===== src/scp_pkg.sv =====
// Purpose: shared constants and types of the serial configuration port
// Assumes: 20 MHz system clock, 24-bit frames
// Notes: register store covers the low address window only
package scp_pkg;
    localparam int DATA_BITS = 8;
    localparam int ADDR_BITS = 15;
    localparam int FRAME_W = 24;
    localparam int CNT_W = 5;
    localparam logic [4:0] FRAME_BITS = 5'h18;
    localparam logic [4:0] HEAD_BITS = 5'h10;
    localparam int RW_POS = 23;
    localparam int ADDR_MSB = 22;
    localparam int ADDR_LSB = 8;
    localparam int DATA_MSB = 7;
    localparam int MEM_AW = 8;
    localparam int MEM_DEPTH = 256;
    localparam logic RW_WRITE = 1'b0;
    localparam logic RW_READ = 1'b1;
    localparam int SYS_PERIOD_NS = 50;
    localparam int T_DV_NS = 120;
    // longest time rounds down, at least one cycle
    localparam int DV_CYC = (T_DV_NS / SYS_PERIOD_NS) < 1 ? 1 : (T_DV_NS / SYS_PERIOD_NS);
    typedef enum logic [1:0] {SCP_IDLE, SCP_HEAD, SCP_WRITE, SCP_READ} scp_state_t;
endpackage


===== src/scp_mem_if.sv =====
// Purpose: link between frame control and register store
// Assumes: single clock domain
// Notes: read data registered, valid one cycle after re
`timescale 1ns/10ps
`default_nettype none
interface scp_mem_if;
    logic we;
    logic [scp_pkg::ADDR_BITS-1:0] waddr;
    logic [scp_pkg::DATA_BITS-1:0] wdata;
    logic re;
    logic [scp_pkg::ADDR_BITS-1:0] raddr;
    logic [scp_pkg::DATA_BITS-1:0] rdata;
    modport ctrl (output we, output waddr, output wdata, output re, output raddr, input rdata);
    modport mem (input we, input waddr, input wdata, input re, input raddr, output rdata);
endinterface
`default_nettype wire


===== src/scp_serial_config_port.sv =====
// Purpose: serial configuration port, device side
// Assumes: serial clock, select and data sampled by SYS_CLK through two flops
// Notes: read-back lags the serial clock fall by up to three system cycles
`timescale 1ns/10ps
`default_nettype none
module scp_serial_config_port (
    input wire logic SYS_CLK, // system clock, 20 MHz
    input wire logic NRST, // synchronous reset, active low
    input wire logic SCK, // serial shift clock from host
    input wire logic CS_N, // frame select, active low
    input wire logic SDIO_I, // serial data line, input side
    output logic SDIO_O, // serial data line, driven value
    output logic SDIO_OE, // serial data line, drive enable
    output logic SDO, // separate read-back output, 4-wire mode
    input wire logic FOUR_WIRE, // high selects separate read-back output
    output logic WR_STROBE, // one-cycle pulse per register write
    output logic [14:0] WR_ADDR, // address of last write
    output logic [7:0] WR_DATA // data of last write
);
    scp_mem_if bus ();

    scp_regmem u_mem (
        .clk(SYS_CLK),
        .nrst(NRST),
        .bus(bus)
    );

    // input synchronisers
    logic sck_m_r, sck_s_r, sck_d_r;
    logic cs_m_r, cs_s_r, cs_d_r;
    logic din_m_r, din_s_r;
    logic fw_m_r, fw_s_r;
    logic sck_rise, sck_fall, cs_rise;

    always_ff @(posedge SYS_CLK) begin
        if (!NRST) begin
            sck_m_r <= 1'b0;
            sck_s_r <= 1'b0;
            sck_d_r <= 1'b0;
            cs_m_r <= 1'b1;
            cs_s_r <= 1'b1;
            cs_d_r <= 1'b1;
            din_m_r <= 1'b0;
            din_s_r <= 1'b0;
            fw_m_r <= 1'b0;
            fw_s_r <= 1'b0;
        end else begin
            sck_m_r <= SCK;
            sck_s_r <= sck_m_r;
            sck_d_r <= sck_s_r;
            cs_m_r <= CS_N;
            cs_s_r <= cs_m_r;
            cs_d_r <= cs_s_r;
            din_m_r <= SDIO_I;
            din_s_r <= din_m_r;
            fw_m_r <= FOUR_WIRE;
            fw_s_r <= fw_m_r;
        end
    end

    assign sck_rise = sck_s_r && !sck_d_r;
    assign sck_fall = !sck_s_r && sck_d_r;
    assign cs_rise = cs_s_r && !cs_d_r;

    // frame control
    scp_pkg::scp_state_t state_r, state_nxt;
    logic [scp_pkg::CNT_W-1:0] cnt_r, cnt_nxt;
    logic [scp_pkg::FRAME_W-1:0] sh_r, sh_nxt;
    logic [scp_pkg::DATA_BITS-1:0] rd_r, rd_nxt;
    logic out_r, out_nxt, oe_r, oe_nxt, sdo_r, sdo_nxt;
    logic re_r, re_nxt, ld_r, ld_nxt, we_r, we_nxt;
    logic [scp_pkg::ADDR_BITS-1:0] raddr_r, raddr_nxt, waddr_r, waddr_nxt;
    logic [scp_pkg::DATA_BITS-1:0] wdata_r, wdata_nxt;
    logic [scp_pkg::DATA_BITS-1:0] rd_src;

    // store data bypass: the first fall may meet the load cycle
    assign rd_src = ld_r ? bus.rdata : rd_r;

    always_comb begin
        state_nxt = state_r;
        cnt_nxt = cnt_r;
        sh_nxt = sh_r;
        rd_nxt = rd_r;
        out_nxt = out_r;
        oe_nxt = oe_r;
        sdo_nxt = sdo_r;
        re_nxt = 1'b0;
        ld_nxt = re_r;
        raddr_nxt = raddr_r;
        we_nxt = 1'b0;
        waddr_nxt = waddr_r;
        wdata_nxt = wdata_r;
        if (ld_r) begin
            rd_nxt = bus.rdata;
        end
        if (cs_s_r) begin
            state_nxt = scp_pkg::SCP_IDLE;
            cnt_nxt = '0;
            oe_nxt = 1'b0;
            out_nxt = 1'b0;
            sdo_nxt = 1'b0;
            // store only a complete write frame
            if (cs_rise && state_r == scp_pkg::SCP_WRITE && cnt_r == scp_pkg::FRAME_BITS) begin
                we_nxt = 1'b1;
                waddr_nxt = sh_r[scp_pkg::ADDR_MSB:scp_pkg::ADDR_LSB];
                wdata_nxt = sh_r[scp_pkg::DATA_MSB:0];
            end
        end else begin
            if (sck_rise && cnt_r != scp_pkg::FRAME_BITS) begin
                sh_nxt = {sh_r[scp_pkg::FRAME_W-2:0], din_s_r};
                cnt_nxt = cnt_r + 5'h01;
            end
            case (state_r)
                scp_pkg::SCP_IDLE: begin
                    state_nxt = scp_pkg::SCP_HEAD;
                end
                scp_pkg::SCP_HEAD: begin
                    // decide on the last address rise so store data is ready for the fall
                    if (sck_rise && cnt_r == scp_pkg::HEAD_BITS - 5'h01) begin
                        if (sh_r[scp_pkg::HEAD_BITS-2] == scp_pkg::RW_READ) begin
                            state_nxt = scp_pkg::SCP_READ;
                            re_nxt = 1'b1;
                            raddr_nxt = {sh_r[scp_pkg::ADDR_BITS-2:0], din_s_r};
                        end else begin
                            state_nxt = scp_pkg::SCP_WRITE;
                        end
                    end
                end
                scp_pkg::SCP_WRITE: begin
                    state_nxt = scp_pkg::SCP_WRITE;
                end
                scp_pkg::SCP_READ: begin
                    if (sck_fall) begin
                        rd_nxt = {rd_src[scp_pkg::DATA_BITS-2:0], 1'b0};
                        if (fw_s_r) begin
                            sdo_nxt = rd_src[scp_pkg::DATA_BITS-1];
                        end else begin
                            out_nxt = rd_src[scp_pkg::DATA_BITS-1];
                            oe_nxt = 1'b1;
                        end
                    end
                end
                default: begin
                    state_nxt = scp_pkg::SCP_IDLE;
                end
            endcase
        end
    end

    always_ff @(posedge SYS_CLK) begin
        if (!NRST) begin
            state_r <= scp_pkg::SCP_IDLE;
            cnt_r <= '0;
            sh_r <= '0;
            rd_r <= '0;
            out_r <= 1'b0;
            oe_r <= 1'b0;
            sdo_r <= 1'b0;
            re_r <= 1'b0;
            ld_r <= 1'b0;
            raddr_r <= '0;
            we_r <= 1'b0;
            waddr_r <= '0;
            wdata_r <= '0;
        end else begin
            state_r <= state_nxt;
            cnt_r <= cnt_nxt;
            sh_r <= sh_nxt;
            rd_r <= rd_nxt;
            out_r <= out_nxt;
            oe_r <= oe_nxt;
            sdo_r <= sdo_nxt;
            re_r <= re_nxt;
            ld_r <= ld_nxt;
            raddr_r <= raddr_nxt;
            we_r <= we_nxt;
            waddr_r <= waddr_nxt;
            wdata_r <= wdata_nxt;
        end
    end

    assign bus.we = we_r;
    assign bus.waddr = waddr_r;
    assign bus.wdata = wdata_r;
    assign bus.re = re_r;
    assign bus.raddr = raddr_r;
    assign SDIO_O = out_r;
    assign SDIO_OE = oe_r;
    assign SDO = sdo_r;
    assign WR_STROBE = we_r;
    assign WR_ADDR = waddr_r;
    assign WR_DATA = wdata_r;

    // checks
    localparam int DV_MAX = scp_pkg::DV_CYC;
endmodule
`default_nettype wire


===== src/scp_regmem.sv =====
// Purpose: byte-wide configuration register store
// Assumes: addresses outside the window are not stored
// Notes: unstored addresses read back as zero
`timescale 1ns/10ps
`default_nettype none
module scp_regmem (
    input wire logic clk, // system clock
    input wire logic nrst, // synchronous reset, active low
    scp_mem_if.mem bus // store port
);
    logic [scp_pkg::DATA_BITS-1:0] mem [scp_pkg::MEM_DEPTH];
    logic [scp_pkg::DATA_BITS-1:0] rdata_r;
    logic [scp_pkg::DATA_BITS-1:0] rdata_nxt;
    logic w_in, r_in;

    assign w_in = bus.waddr[scp_pkg::ADDR_BITS-1:scp_pkg::MEM_AW] == '0;
    assign r_in = bus.raddr[scp_pkg::ADDR_BITS-1:scp_pkg::MEM_AW] == '0;
    assign bus.rdata = rdata_r;

    always_comb begin
        rdata_nxt = rdata_r;
        if (bus.re) begin
            rdata_nxt = r_in ? mem[bus.raddr[scp_pkg::MEM_AW-1:0]] : '0;
        end
    end

    always_ff @(posedge clk) begin
        if (bus.we && w_in) begin
            mem[bus.waddr[scp_pkg::MEM_AW-1:0]] <= bus.wdata;
        end
    end

    always_ff @(posedge clk) begin
        if (!nrst) begin
            rdata_r <= '0;
        end else begin
            rdata_r <= rdata_nxt;
        end
    end
endmodule
`default_nettype wire


===== config.mk =====
export PLATFORM = sky130hd
export DESIGN_NAME = scp_serial_config_port
export DESIGN_NICKNAME = d
export VERILOG_FILES = /design/src/scp_pkg.sv /design/src/scp_mem_if.sv /design/src/scp_serial_config_port.sv /design/src/scp_regmem.sv
export SDC_FILE = /design/constraint.sdc
export NUM_CORES = 2
export LEC_CHECK = 0
export BUFFER_PORTS_ARGS = -buffer_cell sky130_fd_sc_hd__buf_2
export CAP_MARGIN = 30
export CORE_AREA = 2 2 413 415
export DETAILED_ROUTE_END_ITERATION = 10
export DIE_AREA = 0 0 415 417
export PLACE_DENSITY_LB_ADDON = 0.15
export SYNTH_ARGS = -nofsm -noshare
export SYNTH_HDL_FRONTEND = slang
export SYNTH_SLANG_ARGS = --single-unit

===== constraint.sdc =====
create_clock -name SYS_CLK -period 4.5 [get_ports SYS_CLK]
set_clock_uncertainty 0.05 [all_clocks]
set_input_delay 0.45 -clock SYS_CLK [delete_from_list [all_inputs] [get_ports SYS_CLK]]
set_output_delay 0.45 -clock SYS_CLK [all_outputs]
set_load 0.02 [all_outputs]

==> reports/qor.yml <==
synth_cell_type_count: 64
post_cts_buffers: 0
status: "finished, final reports clean"
timing.fmax_mhz: 248.8
fin_crit_sh_pct: 89.31
dp_slack_ns: 0.5127
antenna_found_initial: 9
synth_edf_count: 2048
initial_utilization_pct: 49.83
cts_root_buf: "clkbuf_16"
cts_max_path_buffers: 3
cts-buffers-inserted: 215
drtAntennaViolNets: 0
die_x_um: 415
cp_common_cell: "buf_4"
grt_pass1_wl_um: 335300
die_h_um: 417
seq_area_um2: 63710
worstPathCellList: "buf_12, buf_12, buf_4, buf_4, mux4_2, nand2_1, a311oi_1, a221oi_1, buf_4, a211oi_1, a22o_1"
grt.total_usage_pct: 27.51
hold_class: "in2reg"
setup-tns-final_ns: 0
multi_input_area_um2: 18750
routed_wl_um: 237400
ff2ff_setup_slack_ns: 0.48
ys_ff_latch: 2156
grt_pass1_vias: 43584
seq_area_frac_synth_pct: 75.81
path_class: "reg2reg"
fin_crit_ns: 4.019
htreeDepth: 4
slew_viol_final: 0
max-vdd-ir-drop_mv: 0.4248
power_density_nw_per_um2: 412.5
layout_setup_ws_ns: 0.4809
synth.top_cell.area_share_pct: 73.24
synth_area_leaders: "edfxtp_1 (73%), mux4_2 (11%), dfxtp_1 (2.6%)"
p_leak_nw: 30.12
reg2reg_depth: 11
port_buffers: 32
nFillCells: 12739
finalSetupViolations: 0
layout.nets: 4621
async_flop_share_pct: 0
synth_area_um2: 83970
die_area_um2: 173100
drive_above_1_share_pct: 24.79
critPathMaxStageDelay_ns: 0.78
place_congestion: 0.9226
slew_headroom_pct: 26.02
synth_top_area_cell: "edfxtp_1"
worst_path_max_delay_cell: "a221oi_1"
synthCells: 4226
clk_pin_slew_worst_paths_ns: 0.07
synth_ff_type: "edfxtp_1"
rsz0062_at_grt: "no"
avgSynthCellArea_um2: 19.87
yosysMostFrequentCell: "edfxtp_1"
ys_warn_count: 0
arrival_ns: 4.71
required_ns: 5.19
tightest_slew_ns: 1.106
crit_path_end_kind: "register"
drc: 0
grt_overflow_total: 0
synthTopCellsByCount: "edfxtp_1 (2048), mux4_2 (420), nor2_1 (326), nand2_1 (258), mux2i_1 (141)"
drt-vias-per-instance: 6.291
syn-num-nets: 4238
vias: 44114
hold_depth: 3
critPathLaunchType: "register"
place.detailed.hpwl_um: 152100
dr.pass1.iters: 5
cts-resized-gates: 0
path_max_fanout: 30
area_growth_pct: 14.01
io-pin-count: 33
wire_per_inst_um: 33.86
drt_iter0_drc: 6044
hold_viol: 0
cap_violations: 0
num_rows: 151
core-area_um2: 168500
clock_sink_count: 2156
clk-insertion-delay-late_ns: 0.84
cts_tree: "done"
hold_buffers: 5
grt_max_degree: 159
## cell type report
type                       instances  share of cell area [%]
timing repair buffer             417                   3.601
inverter                          10                 0.04313
tap                             2218                   2.899
multi-input combinational       1809                   19.58
clock buffer                     271                   5.932
antenna                            2                0.005228
sequential                      2156                   66.55
clock inverter                   129                   1.389
## path summary, 6_finish.rpt
check / start / endpoint
min reg2reg: cs_m_r$_SDFF_PN1_ / cs_s_r$_SDFF_PN1_
max: register / u_mem.bus.rdata[4]$_SDFFE_PN0P_
min: CS_N / cs_m_r$_SDFF_PN1_
max reg2reg: register / u_mem.bus.rdata[4]$_SDFFE_PN0P_
## state kept, by name (all words and copies together) (netlist names), 2 cells and up, named ones only
register,count
rd_r,8
WR_DATA,8
cnt_r,5
u_mem.bus.rdata,8
sh_r,23
WR_ADDR,15
state_r,2
u_mem.mem,2048
bus.raddr,15
## power by group
group          total (mW)  internal [mW]  switching, mW
Sequential           21.6           21.6        0.00332
Combinational      0.0361         0.0160         0.0201
Clock                17.8           10.1           7.72
Total                39.5           31.7           7.74
## worst max-delay path: cells and delay by family, from the launching register on
kind            cells  cell delay, ns
simple gates        1            0.14
mux                 1            0.50
buf+inv             5            1.23
compound gates      4            1.29
flops               1            0.66
## routing by layer
layer	GRT usage [%]	part of all wire (%)	routed length [µm]	vias to the layer above
met1	38.74	40	95480	23377
met3	5.467	8.7	20700	414
met2	43.67	48	113000	2225
met5	0	0.0042	10	-
li1	-	-	-	18096
met4	8.753	3.5	8252	2
## metrics by stage
step / hold WS [ns] / cell area [µm²] / instances / power (mW) / util, %
6_report: 0.2916 / 95740 / 7012 / 39.49 / 56.81
5_1_grt: 0.2834 / 95730 / 7010 / 40.48 / 56.81
4_1_cts: 0.2379 / 95730 / 7010 / 39.68 / 56.81
3_5_place_dp: 0.3583 / 88670 / 6605 / 22.07 / 52.62
3_3_place_gp: 0.3471 / 88590 / 6599 / 22.07 / 52.57
2_1_floorplan: 0.3363 / 83970 / 4226 / 22.07 / -
## layout by cell type (no fill, tap or decap), types with 21 or more instances in the layout
master / Yosys / routed
mux2i_1: 141 / 141
mux4_2: 420 / 420
nor2_1: 326 / 325
o22ai_1: 52 / 52
nor3_1: 32 / 30
dfxtp_1: 108 / 94
mux4_1: 53 / 53
a211oi_1: 22 / 22
clkbuf_16: 0 / 216
clkinv_1: 2 / 60
buf_12: 4 / 28
edfxtp_1: 2048 / 2048
a21oi_1: 50 / 50
nand3_1: 37 / 31
a22oi_1: 55 / 55
mux2_2: 21 / 21
buf_4: 19 / 348
buf_2: 42 / 33
o21ai_0: 35 / 35
o221ai_1: 44 / 44
and2_1: 27 / 27
clkinv_2: 0 / 30
a21boi_0: 61 / 61
nand2_1: 258 / 251
clkbuf_1: 116 / 47
## logic make-up after synthesis
kind of cell               Yosys count  synth area share [%]
AOI/OAI and AO/OA                  394                 3.290
and+or+nand+nor                    771                 3.932
muxes                              635                 14.89
xor gates and xnor gates             3               0.03130
buffers and inverters              261                 1.961
DFF                               2156                 75.81
adders and majority gates            6               0.08940
(Power assumes the default switching activity.)
